File: config.mk
export PLATFORM = sky130hd
export DESIGN_NAME = dual_counter_timer
export DESIGN_NICKNAME = d
export VERILOG_FILES = /design/src/verilog/timer_pkg.sv /design/src/verilog/tick_if.sv /design/src/verilog/prescaler.sv /design/src/verilog/pin_edges.sv /design/src/verilog/dual_counter_timer.sv
export VERILOG_INCLUDE_DIRS = /design/src /design/src/verilog
export SDC_FILE = /design/constraint.sdc
export NUM_CORES = 1
export LEC_CHECK = 0
export BUFFER_PORTS_ARGS = -buffer_cell sky130_fd_sc_hd__buf_2
export CORE_AREA = 3 3 98 100
export CTS_BUF_LIST = sky130_fd_sc_hd__clkbuf_2 sky130_fd_sc_hd__clkbuf_4 sky130_fd_sc_hd__clkbuf_8
export CTS_CLUSTER_DIAMETER = 80
export DETAILED_ROUTE_END_ITERATION = 8
export DIE_AREA = 0 0 101 103
export PLACE_DENSITY = 0.86
export SYNTH_ARGS = -nofsm -noshare
export SYNTH_HDL_FRONTEND = slang
export SYNTH_SLANG_ARGS = --single-unit
File: constraint.sdc
create_clock -name clk_i -period 3.15 [get_ports clk_i]
set_input_delay 0.1575 -clock clk_i [delete_from_list [all_inputs] [get_ports clk_i]]
set_output_delay 0.1575 -clock clk_i [all_outputs]
set_load 0.03 [all_outputs]
File: src/verilog/timer_defines.svh
// Register offsets, field positions and reset values of the counter/timer block
`ifndef TIMER_DEFINES_SVH
`define TIMER_DEFINES_SVH

// Wishbone byte offsets, one register per aligned word
`define OFF_CONTROL_STATUS 8'h00
`define OFF_MODE           8'h04
`define OFF_CLOCK_SELECT   8'h08
`define OFF_EXT_IRQ_CONFIG 8'h0c
`define OFF_A_LOW          8'h10
`define OFF_A_HIGH         8'h14
`define OFF_B_LOW          8'h18
`define OFF_B_HIGH         8'h1c
`define OFF_IRQ_ENABLE     8'h20
`define OFF_IRQ_STATUS     8'h24
`define OFF_IRQ_MASK       8'h28

// Control/status fields
`define BIT_TF_B 7
`define BIT_RUN_B 6
`define BIT_TF_A 5
`define BIT_RUN_A 4
// Mode fields, timer B in the upper nibble
`define BIT_GATE_A 3
`define BIT_CT_A 2
`define BIT_GATE_B 7
`define BIT_CT_B 6
// Clock select fields
`define BIT_CLKSEL_A 3
`define BIT_CLKSEL_B 4
// Gate polarity fields
`define BIT_POL_A 3
`define BIT_POL_B 7
// Interrupt enable, status and mask fields
`define BIT_IRQ_A 0
`define BIT_IRQ_B 1

// Reset values
`define RST_BYTE 8'h00
`define RST_IRQ  2'h0

// Prescaler ratios for prescale_field values 0..3
`define PRESCALE_DIV0 8'h04
`define PRESCALE_DIV1 8'h08
`define PRESCALE_DIV2 8'h10
`define PRESCALE_DIV3 8'h20

`endif

File: src/verilog/timer_pkg.sv
// Types shared by the counter/timer design files
package timer_pkg;

  // Two-bit per-timer mode field encoding
  typedef enum logic [1:0] {
    MODE_13BIT,
    MODE_16BIT,
    MODE_RELOAD8,
    MODE_SPLIT
  } timer_mode_t;

  // Result of one counting step of a timer
  typedef struct packed {
    logic [7:0] low;
    logic [7:0] high;
    logic       ovf;
  } step_t;

endpackage : timer_pkg

File: src/verilog/tick_if.sv
// Count-enable pulses passed from the helper modules to the timer core
`timescale 1ns/1ns
`default_nettype none
interface tick_if;
  logic       prescale_tick;  // One-cycle pulse at the prescaled rate
  logic [1:0] fall;           // Falling edge seen on count pins B,A

  modport prescaler (output prescale_tick);
  modport edges     (output fall);
  modport core      (input prescale_tick, input fall);
endinterface : tick_if
`default_nettype wire

File: src/verilog/prescaler.sv
// Divider that makes the prescaled count-enable pulse
`timescale 1ns/1ns
`default_nettype none
module prescaler (
  input  wire logic       clk_i,
  input  wire logic       rst_i,
  input  wire logic [1:0] prescale_field_i,
  tick_if.prescaler       tick
);
  import timer_pkg::*;
  `include "timer_defines.svh"

  logic [7:0] cnt_q;   // Cycles since the last pulse
  logic [7:0] cnt_d;
  logic       tick_q;  // Registered pulse
  logic       tick_d;
  logic [7:0] div;     // Selected ratio

  // Pick the ratio and count up to it
  always_comb begin
    unique case (prescale_field_i)
      2'h0: div = `PRESCALE_DIV0;
      2'h1: div = `PRESCALE_DIV1;
      2'h2: div = `PRESCALE_DIV2;
      default: div = `PRESCALE_DIV3;
    endcase
    tick_d = 1'b0;
    cnt_d  = cnt_q + 8'h01;
    // Wrap also covers a ratio lowered while counting
    if (cnt_q >= div - 8'h01) begin
      cnt_d  = 8'h00;
      tick_d = 1'b1;
    end
  end

  // Register the divider
  always_ff @(posedge clk_i) begin
    if (rst_i) begin
      cnt_q  <= 8'h00;
      tick_q <= 1'b0;
    end else begin
      cnt_q  <= cnt_d;
      tick_q <= tick_d;
    end
  end

  assign tick.prescale_tick = tick_q;
endmodule : prescaler
`default_nettype wire

File: src/verilog/pin_edges.sv
// Falling-edge detector for the two external count pins
`timescale 1ns/1ns
`default_nettype none
module pin_edges (
  input  wire logic       clk_i,
  input  wire logic       rst_i,
  input  wire logic [1:0] pins_i,
  tick_if.edges           tick
);
  logic [1:0] prev_q;  // Level seen last cycle
  logic [1:0] prev_d;
  logic [1:0] fall_q;  // Registered high-to-low pulse
  logic [1:0] fall_d;

  // High last cycle, low now means one event
  always_comb begin
    prev_d = pins_i;
    fall_d = prev_q & ~pins_i;
  end

  // Start high so a pin low at reset counts as one event
  always_ff @(posedge clk_i) begin
    if (rst_i) begin
      prev_q <= 2'h3;
      fall_q <= 2'h0;
    end else begin
      prev_q <= prev_d;
      fall_q <= fall_d;
    end
  end

  assign tick.fall = fall_q;
endmodule : pin_edges
`default_nettype wire

File: src/verilog/dual_counter_timer.sv
// Two 8051-style counter/timers with a Wishbone register slave
//
// Decided for this implementation: the address map and the Wishbone slave port.
`timescale 1ns/1ns
`default_nettype none
module dual_counter_timer (
  input  wire logic       clk_i,
  input  wire logic       rst_i,
  // Wishbone classic slave
  input  wire logic       wb_cyc_i,
  input  wire logic       wb_stb_i,
  input  wire logic       wb_we_i,
  input  wire logic [7:0] wb_adr_i,
  input  wire logic [3:0] wb_sel_i,
  input  wire logic [31:0] wb_dat_i,
  output logic [31:0]     wb_dat_o,
  output logic            wb_ack_o,
  // External pins
  input  wire logic       count_pin_a_i,
  input  wire logic       count_pin_b_i,
  input  wire logic       gate_pin_a_i,
  input  wire logic       gate_pin_b_i,
  // Processor vectoring acknowledge pulses
  input  wire logic       timer_a_vector_i,
  input  wire logic       timer_b_vector_i,
  // Interrupts
  output logic            timer_a_irq_o,
  output logic            timer_b_irq_o,
  output logic            irq_o
);
  import timer_pkg::*;
  `include "timer_defines.svh"

  // One step of a timer in modes 0..2
  function automatic step_t count_step(input timer_mode_t mode, input logic [7:0] lo,
                                       input logic [7:0] hi);
    step_t r;
    r = '{low: lo, high: hi, ovf: 1'b0};
    unique case (mode)
      MODE_13BIT: begin
        // Upper low-byte bits are left as they are
        {r.high, r.low[4:0]} = {hi, lo[4:0]} + 13'h0001;
        r.ovf = &{hi, lo[4:0]};
      end
      MODE_16BIT: begin
        {r.high, r.low} = {hi, lo} + 16'h0001;
        r.ovf = &{hi, lo};
      end
      default: begin
        // Reload mode; split handled by the caller
        r.low = lo + 8'h01;
        r.ovf = &lo;
        if (r.ovf) begin
          r.low = hi;
        end
      end
    endcase
    return r;
  endfunction : count_step

  tick_if tick ();  // Pulses from helper modules

  logic [7:0] ctl_q, ctl_d;      // Run bits and overflow flags
  logic [7:0] mode_q, mode_d;    // Gate, count select, mode per timer
  logic [7:0] clk_q, clk_d;      // Clock selects and prescale field
  logic [7:0] pol_q, pol_d;      // Gate pin polarities
  logic [7:0] a_lo_q, a_lo_d;    // timer_a_low_byte
  logic [7:0] a_hi_q, a_hi_d;    // timer_a_high_byte
  logic [7:0] b_lo_q, b_lo_d;    // timer_b_low_byte
  logic [7:0] b_hi_q, b_hi_d;    // timer_b_high_byte
  logic [1:0] ien_q, ien_d;      // timer_a/b_irq_enable
  logic [1:0] sts_q, sts_d;      // Sticky overflow events
  logic [1:0] msk_q, msk_d;      // Interrupt mask
  logic       ack_q, ack_d;      // Bus acknowledge
  logic [31:0] rdat_q, rdat_d;   // Read data
  logic       irq_a_q, irq_a_d;  // Timer A request
  logic       irq_b_q, irq_b_d;  // Timer B request
  logic       irq_q, irq_d;      // Combined level interrupt

  timer_mode_t mode_a, mode_b;   // Decoded mode fields
  logic       split;             // Timer A in split mode
  logic       base_a, base_b;    // Internal time base pulses
  logic       tick_a, tick_b;    // Selected count pulses
  logic       en_a, en_b;        // Counting allowed
  logic       en_ah;             // Split high-byte counter allowed
  logic       ovf_a, ovf_b;      // Overflow events into flags
  logic       bus_go;            // Bus cycle taken this edge
  logic       wr;                // Write to lane 0 this edge
  step_t      sa, sb;            // Step results
  logic [7:0] rd;                // Selected read byte

  // Prescaled time base
  prescaler u_prescaler (
    .clk_i            (clk_i),
    .rst_i            (rst_i),
    .prescale_field_i (clk_q[1:0]),
    .tick             (tick.prescaler)
  );

  // External event edges
  pin_edges u_pin_edges (
    .clk_i  (clk_i),
    .rst_i  (rst_i),
    .pins_i ({count_pin_b_i, count_pin_a_i}),
    .tick   (tick.edges)
  );

  // Decode modes and count enables
  always_comb begin
    mode_a = timer_mode_t'(mode_q[1:0]);
    mode_b = timer_mode_t'(mode_q[5:4]);
    split  = (mode_a == MODE_SPLIT);
    // System clock or prescaled clock
    base_a = clk_q[`BIT_CLKSEL_A] | tick.prescale_tick;
    base_b = clk_q[`BIT_CLKSEL_B] | tick.prescale_tick;
    // Pin edges, at most one per two clocks
    tick_a = mode_q[`BIT_CT_A] ? tick.fall[0] : base_a;
    tick_b = (mode_q[`BIT_CT_B] & ~split) ? tick.fall[1] : base_b;
    // Run and gate pin at its programmed polarity
    en_a = ctl_q[`BIT_RUN_A] & tick_a &
           (~mode_q[`BIT_GATE_A] | (gate_pin_a_i == pol_q[`BIT_POL_A]));
    if (split) begin
      // B is stopped by its own split code and runs without its run bit
      en_b = (mode_b != MODE_SPLIT) & tick_b;
    end else begin
      en_b = ctl_q[`BIT_RUN_B] & tick_b & (mode_b != MODE_SPLIT) &
             (~mode_q[`BIT_GATE_B] | (gate_pin_b_i == pol_q[`BIT_POL_B]));
    end
    // Split high byte: internal base, gated by B's run bit only
    en_ah = split & ctl_q[`BIT_RUN_B] & base_a;
  end

  // Next state of counters, flags and bus
  always_comb begin
    // Take a request only while no answer is pending
    bus_go = wb_cyc_i & wb_stb_i & ~ack_q;
    wr     = bus_go & wb_we_i & wb_sel_i[0];
    ctl_d  = ctl_q;
    mode_d = mode_q;
    clk_d  = clk_q;
    pol_d  = pol_q;
    ien_d  = ien_q;
    msk_d  = msk_q;
    sts_d  = sts_q;
    a_lo_d = a_lo_q;
    a_hi_d = a_hi_q;
    b_lo_d = b_lo_q;
    b_hi_d = b_hi_q;
    ovf_a  = 1'b0;
    ovf_b  = 1'b0;
    // Timer A; run bit alone never touches the count
    sa = count_step(split ? MODE_RELOAD8 : mode_a, a_lo_q, a_hi_q);
    if (split) begin
      sa.low = a_lo_q + 8'h01;  // Plain 8-bit wrap, no reload
    end
    if (en_a) begin
      a_lo_d = sa.low;
      ovf_a  = sa.ovf;
      if (!split) begin
        a_hi_d = sa.high;
      end
    end
    if (en_ah) begin
      a_hi_d = a_hi_q + 8'h01;
      ovf_b  = &a_hi_q;
    end
    // Timer B, silent on its flag while A is split
    sb = count_step(mode_b, b_lo_q, b_hi_q);
    if (en_b) begin
      b_lo_d = sb.low;
      b_hi_d = sb.high;
      if (!split) begin
        ovf_b = sb.ovf;
      end
    end
    // Software writes, one byte per register
    if (wr) begin
      unique case (wb_adr_i)
        `OFF_CONTROL_STATUS: ctl_d = wb_dat_i[7:0];
        `OFF_MODE:           mode_d = wb_dat_i[7:0];
        `OFF_CLOCK_SELECT:   clk_d = wb_dat_i[7:0];
        `OFF_EXT_IRQ_CONFIG: pol_d = wb_dat_i[7:0];
        `OFF_A_LOW:          a_lo_d = wb_dat_i[7:0];
        `OFF_A_HIGH:         a_hi_d = wb_dat_i[7:0];
        `OFF_B_LOW:          b_lo_d = wb_dat_i[7:0];
        `OFF_B_HIGH:         b_hi_d = wb_dat_i[7:0];
        `OFF_IRQ_ENABLE:     ien_d = wb_dat_i[1:0];
        `OFF_IRQ_MASK:       msk_d = wb_dat_i[1:0];
        default: ;
      endcase
    end
    ctl_d[3:0] = 4'h0;  // Unused bits stay zero
    // Vectoring clears the flag
    if (timer_a_vector_i) begin
      ctl_d[`BIT_TF_A] = 1'b0;
    end
    if (timer_b_vector_i) begin
      ctl_d[`BIT_TF_B] = 1'b0;
    end
    // Read of the event register clears it
    if (bus_go && !wb_we_i && wb_adr_i == `OFF_IRQ_STATUS) begin
      sts_d = `RST_IRQ;
    end
    // Hardware set wins over any clear
    if (ovf_a) begin
      ctl_d[`BIT_TF_A] = 1'b1;
      sts_d[`BIT_IRQ_A] = 1'b1;
    end
    if (ovf_b) begin
      ctl_d[`BIT_TF_B] = 1'b1;
      sts_d[`BIT_IRQ_B] = 1'b1;
    end
    // Timer requests follow flag and enable, the combined request follows status and mask
    irq_a_d = ctl_d[`BIT_TF_A] & ien_d[`BIT_IRQ_A];
    irq_b_d = ctl_d[`BIT_TF_B] & ien_d[`BIT_IRQ_B];
    irq_d   = |(sts_d & msk_d);
    // Read mux
    unique case (wb_adr_i)
      `OFF_CONTROL_STATUS: rd = ctl_q;
      `OFF_MODE:           rd = mode_q;
      `OFF_CLOCK_SELECT:   rd = clk_q;
      `OFF_EXT_IRQ_CONFIG: rd = pol_q;
      `OFF_A_LOW:          rd = a_lo_q;
      `OFF_A_HIGH:         rd = a_hi_q;
      `OFF_B_LOW:          rd = b_lo_q;
      `OFF_B_HIGH:         rd = b_hi_q;
      `OFF_IRQ_ENABLE:     rd = {6'h00, ien_q};
      `OFF_IRQ_STATUS:     rd = {6'h00, sts_q};
      `OFF_IRQ_MASK:       rd = {6'h00, msk_q};
      default:             rd = 8'h00;  // Unmapped reads zero
    endcase
    // Answer one cycle after the request is taken
    ack_d  = bus_go;
    rdat_d = bus_go ? {24'h000000, rd} : 32'h00000000;
  end

  // Register all state
  always_ff @(posedge clk_i) begin
    if (rst_i) begin
      ctl_q   <= `RST_BYTE;
      mode_q  <= `RST_BYTE;
      clk_q   <= `RST_BYTE;
      pol_q   <= `RST_BYTE;
      a_lo_q  <= `RST_BYTE;
      a_hi_q  <= `RST_BYTE;
      b_lo_q  <= `RST_BYTE;
      b_hi_q  <= `RST_BYTE;
      ien_q   <= `RST_IRQ;
      sts_q   <= `RST_IRQ;
      msk_q   <= `RST_IRQ;
      ack_q   <= 1'b0;
      rdat_q  <= 32'h00000000;
      irq_a_q <= 1'b0;
      irq_b_q <= 1'b0;
      irq_q   <= 1'b0;
    end else begin
      ctl_q   <= ctl_d;
      mode_q  <= mode_d;
      clk_q   <= clk_d;
      pol_q   <= pol_d;
      a_lo_q  <= a_lo_d;
      a_hi_q  <= a_hi_d;
      b_lo_q  <= b_lo_d;
      b_hi_q  <= b_hi_d;
      ien_q   <= ien_d;
      sts_q   <= sts_d;
      msk_q   <= msk_d;
      ack_q   <= ack_d;
      rdat_q  <= rdat_d;
      irq_a_q <= irq_a_d;
      irq_b_q <= irq_b_d;
      irq_q   <= irq_d;
    end
  end

  // Outputs straight from flip-flops
  assign wb_ack_o      = ack_q;
  assign wb_dat_o      = rdat_q;
  assign timer_a_irq_o = irq_a_q;
  assign timer_b_irq_o = irq_b_q;
  assign irq_o         = irq_q;
endmodule : dual_counter_timer
`default_nettype wire

==> flow_metrics.tcl <==
set metrics [dict create \
    top_usage_layer "met2" \
    diodes 0 \
    path_max_fanout 6 \
    synth_cell_types 73 \
    cts_setup_buffers 0 \
    synth_top_area_share_pct 34.6 \
    ys_seq_area_share_pct 34.6 \
    slew_headroom_pct 33.2 \
    met2_usage_pct 46.3 \
    start_util_pct 60.2 \
    multi_input_area_sq_um 3120 \
    overflow 0 \
    powerDensity_nw_per_um2 374 \
    ys_ff_latch 91 \
    die_height_um 103 \
    synthTopCellsByCount "91 x dfxtp_1, 75 x nor2_1, 56 x nand2_1" \
    clk_path_buf_depth 2 \
    layout.nets 702 \
    ys_async_sr_fraction_pct 0 \
    met3_usage_pct 4.26 \
    synthTopCellsByArea "dfxtp_1 35%, mux2i_1 6.8%, nor2_1 5.3%, nand2_1 4.0%, buf_4 3.8%" \
    period_share_pct 80.7 \
    area_delta_synth_final_pct 5.79 \
    synth_top_cell_by_area "dfxtp_1" \
    cts_tree "built" \
    port_buffers 39 \
    wirelength_um 14600 \
    synth_top_family_by_area "simple AND/OR/NAND/NOR gates" \
    die_x_um 101 \
    seq_area_sq_um 1820 \
    hold_class "in -> reg" \
    num_rows 34 \
    synth_compound_area_share_pct 20.1 \
    die-area_sq_um 10400 \
    via_count 4936 \
    yosys_warnings 0 \
    clock_sinks 91 \
    via_per_inst 6.56 \
    synthFlopType "dfxtp_1" \
    fmax_ghz 0.394 \
    grt_usage_pct 28.1 \
    detail-route-antenna-nets 0 \
    synth_xor_area_share_pct 3.82 \
    postLayoutCellArea_sq_um 5580 \
    grt_pass1_wl_um 23100 \
    clk_pin_slew_worst_paths_ns 0.11 \
    drv_cap 0 \
    crit_type "reg -> reg" \
    fp.coreArea_sq_um 8760 \
    holdWs_ns 0.0969 \
    layout-drive-gt1-share_pct 12.7 \
    final_max_slew_viol_count 0 \
    synth-simple-area-share_pct 24.2 \
    grt_pass1_vias 4544 \
    arrival_ns 2.84 \
    critical_path_required_ns 3.45 \
    synth_edf_count 0 \
    synthAdderAreaFrac_pct 1.90 \
    finalHoldViolations 0 \
    min_period_ns 2.54 \
    worstSetupEndpointType "register" \
    skew_ns 0.0178 \
    hpwl_um 10600 \
    cts_made_buffers 9 \
    num-fill-cells 748 \
    grt_setup_unrepaired "false" \
    insertion_delay_ns 0.38 \
    synthMuxAreaShare_pct 7.26 \
    outcome "finished clean" \
    place_inst 734 \
    wire_per_inst_um 19.4 \
    grt_util_met1_pct 37.5 \
    setup.worst_path.start_class "register" \
    drt-pass1-iter-count 9 \
    p_leak_nw 1.97 \
    finalSetupViolations 0 \
    vdd_drop_max_mv 0.376 \
    htreeDepth 3 \
    synth.avg_cell_area_sq_um 8.49 \
    drc 0 \
    grt_max_degree 58 \
    placed_area_sq_um 5360 \
    cts_root_buf "clkbuf_8" \
    place_congestion 0.969 \
    grt_antenna_before_repair 0 \
    yosysMostFrequentCell "dfxtp_1" \
    drt_iter0_drc 624 \
    final_cells 752 \
    synth_area_sq_um 5270 \
    tns_ns 0 \
    io_pins 91 \
    tightest_slew_ns 1.00 \
    netlist_instances 621 \
]
-- layer usage --
| layer | wire length (um) | share of wire, % | vias up |
|---|---|---|---|
| li1 | - | - | 2275 |
| met1 | 5930 | 41 | 2331 |
| met2 | 6940 | 48 | 293 |
| met3 | 1390 | 9.5 | 37 |
| met4 | 338 | 2.3 | 0 |
| met5 | 0 | 0 | - |
-- through the flow --
stage,util (%),setup slack (ns),power [W]
floorplan,-,1.18,0.00130
detailed placement,61.2,0.667,0.00131
global placement,61.2,0.728,0.00131
CTS,63.6,0.648,0.00209
global route,63.6,0.445,0.00215
finish,63.6,0.609,0.00209
-- logic make-up (layout without fill, tap and decap cells) --
family                   after synthesis  after routing
flip-flops                            91             91
other                                  2             26
multiplexers                          38             38
AND/OR/NAND/NOR                      241            241
AO/OA/AOI/OAI                        141            141
buffers and inverters                 77             76
adder cells (fa/ha/maj)                8              8
XOR/XNOR                              23             23
-- flip-flops by register name (all words and copies together), names as in the netlist, 2 cells and up --
signal / count
mode_q: 8
u_prescaler.cnt_q: 8
msk_q: 2
b_lo_q: 8
pol_q: 8
ien_q: 2
clk_q: 8
ctl_q: 4
a_hi_q: 8
sts_q: 2
wb_dat_o: 8
u_pin_edges.prev_q: 2
b_hi_q: 8
a_lo_q: 8
u_pin_edges.tick.fall: 2
-- power by group --
group	switching [W]	internal, W
registers	0.00000424	0.00116
logic	0.000103	0.0000277
clock network	0.000487	0.000309
total	0.000594	0.00149
-- worst max-delay path: stages (launching register included) --
cell and delay (ns):
dfxtp_1 0.51, ha_1 0.32, and4_1 0.33, nand3_1 0.11, a211oi_1 0.57, o2111ai_1 0.22
xnor2_1 0.18, a211oi_1 0.22
-- final cells by class --
class	instances	share of cell area, %
clock buffers	9	2.22
clock inverters	7	1.28
inverters	13	0.875
multi-input cells	477	55.9
flip-flops and latches	91	32.7
well taps	108	2.42
repair buffers	47	4.67
-- path summary, 6_finish.rpt --
check / startpoint / to / slack [ns] / cells past startpoint
max reg2reg: a_lo_q[0]$_SDFF_PP0_ / a_hi_q[4]$_SDFF_PP0_ / 0.61 / 7
min reg2reg: u_pin_edges.prev_q[1]$_SDFF_PP1_ / u_pin_edges.tick.fall[1]$_SDFF_PP0_ / 0.42 / 2
min: wb_dat_i[3] / a_lo_q[3]$_SDFF_PP0_ / 0.1 / 3
max: a_lo_q[0]$_SDFF_PP0_ / a_hi_q[4]$_SDFF_PP0_ / 0.61 / 7
-- placed cells by master (no fill, tap or decap), types with 5 or more instances in the layout --
cell type,n
a31oi_1,13
or2_2,5
or3_1,5
nand2_1,56
and2_1,5
nor2_1,75
a22o_1,7
buf_4,6
nor2b_1,6
nand4_1,10
buf_2,39
dfxtp_1,91
xor2_1,15
xnor2_1,8
o21ai_0,17
nand3_1,20
nor4_1,6
o211ai_1,7
clkbuf_8,9
mux2i_1,36
and4_1,5
and3_1,11
a221oi_1,8
nor3_1,7
inv_1,13
a211oi_1,22
a21oi_1,17
conb_1,26
ha_1,8
a222oi_1,9
-- timing repair --
item	in CTS	in global routing
resized for setup	0	0
endpoints found under the hold margin	2	0
hold buffers	2	0
No activity file was read; power rests on OpenSTA's default activity.
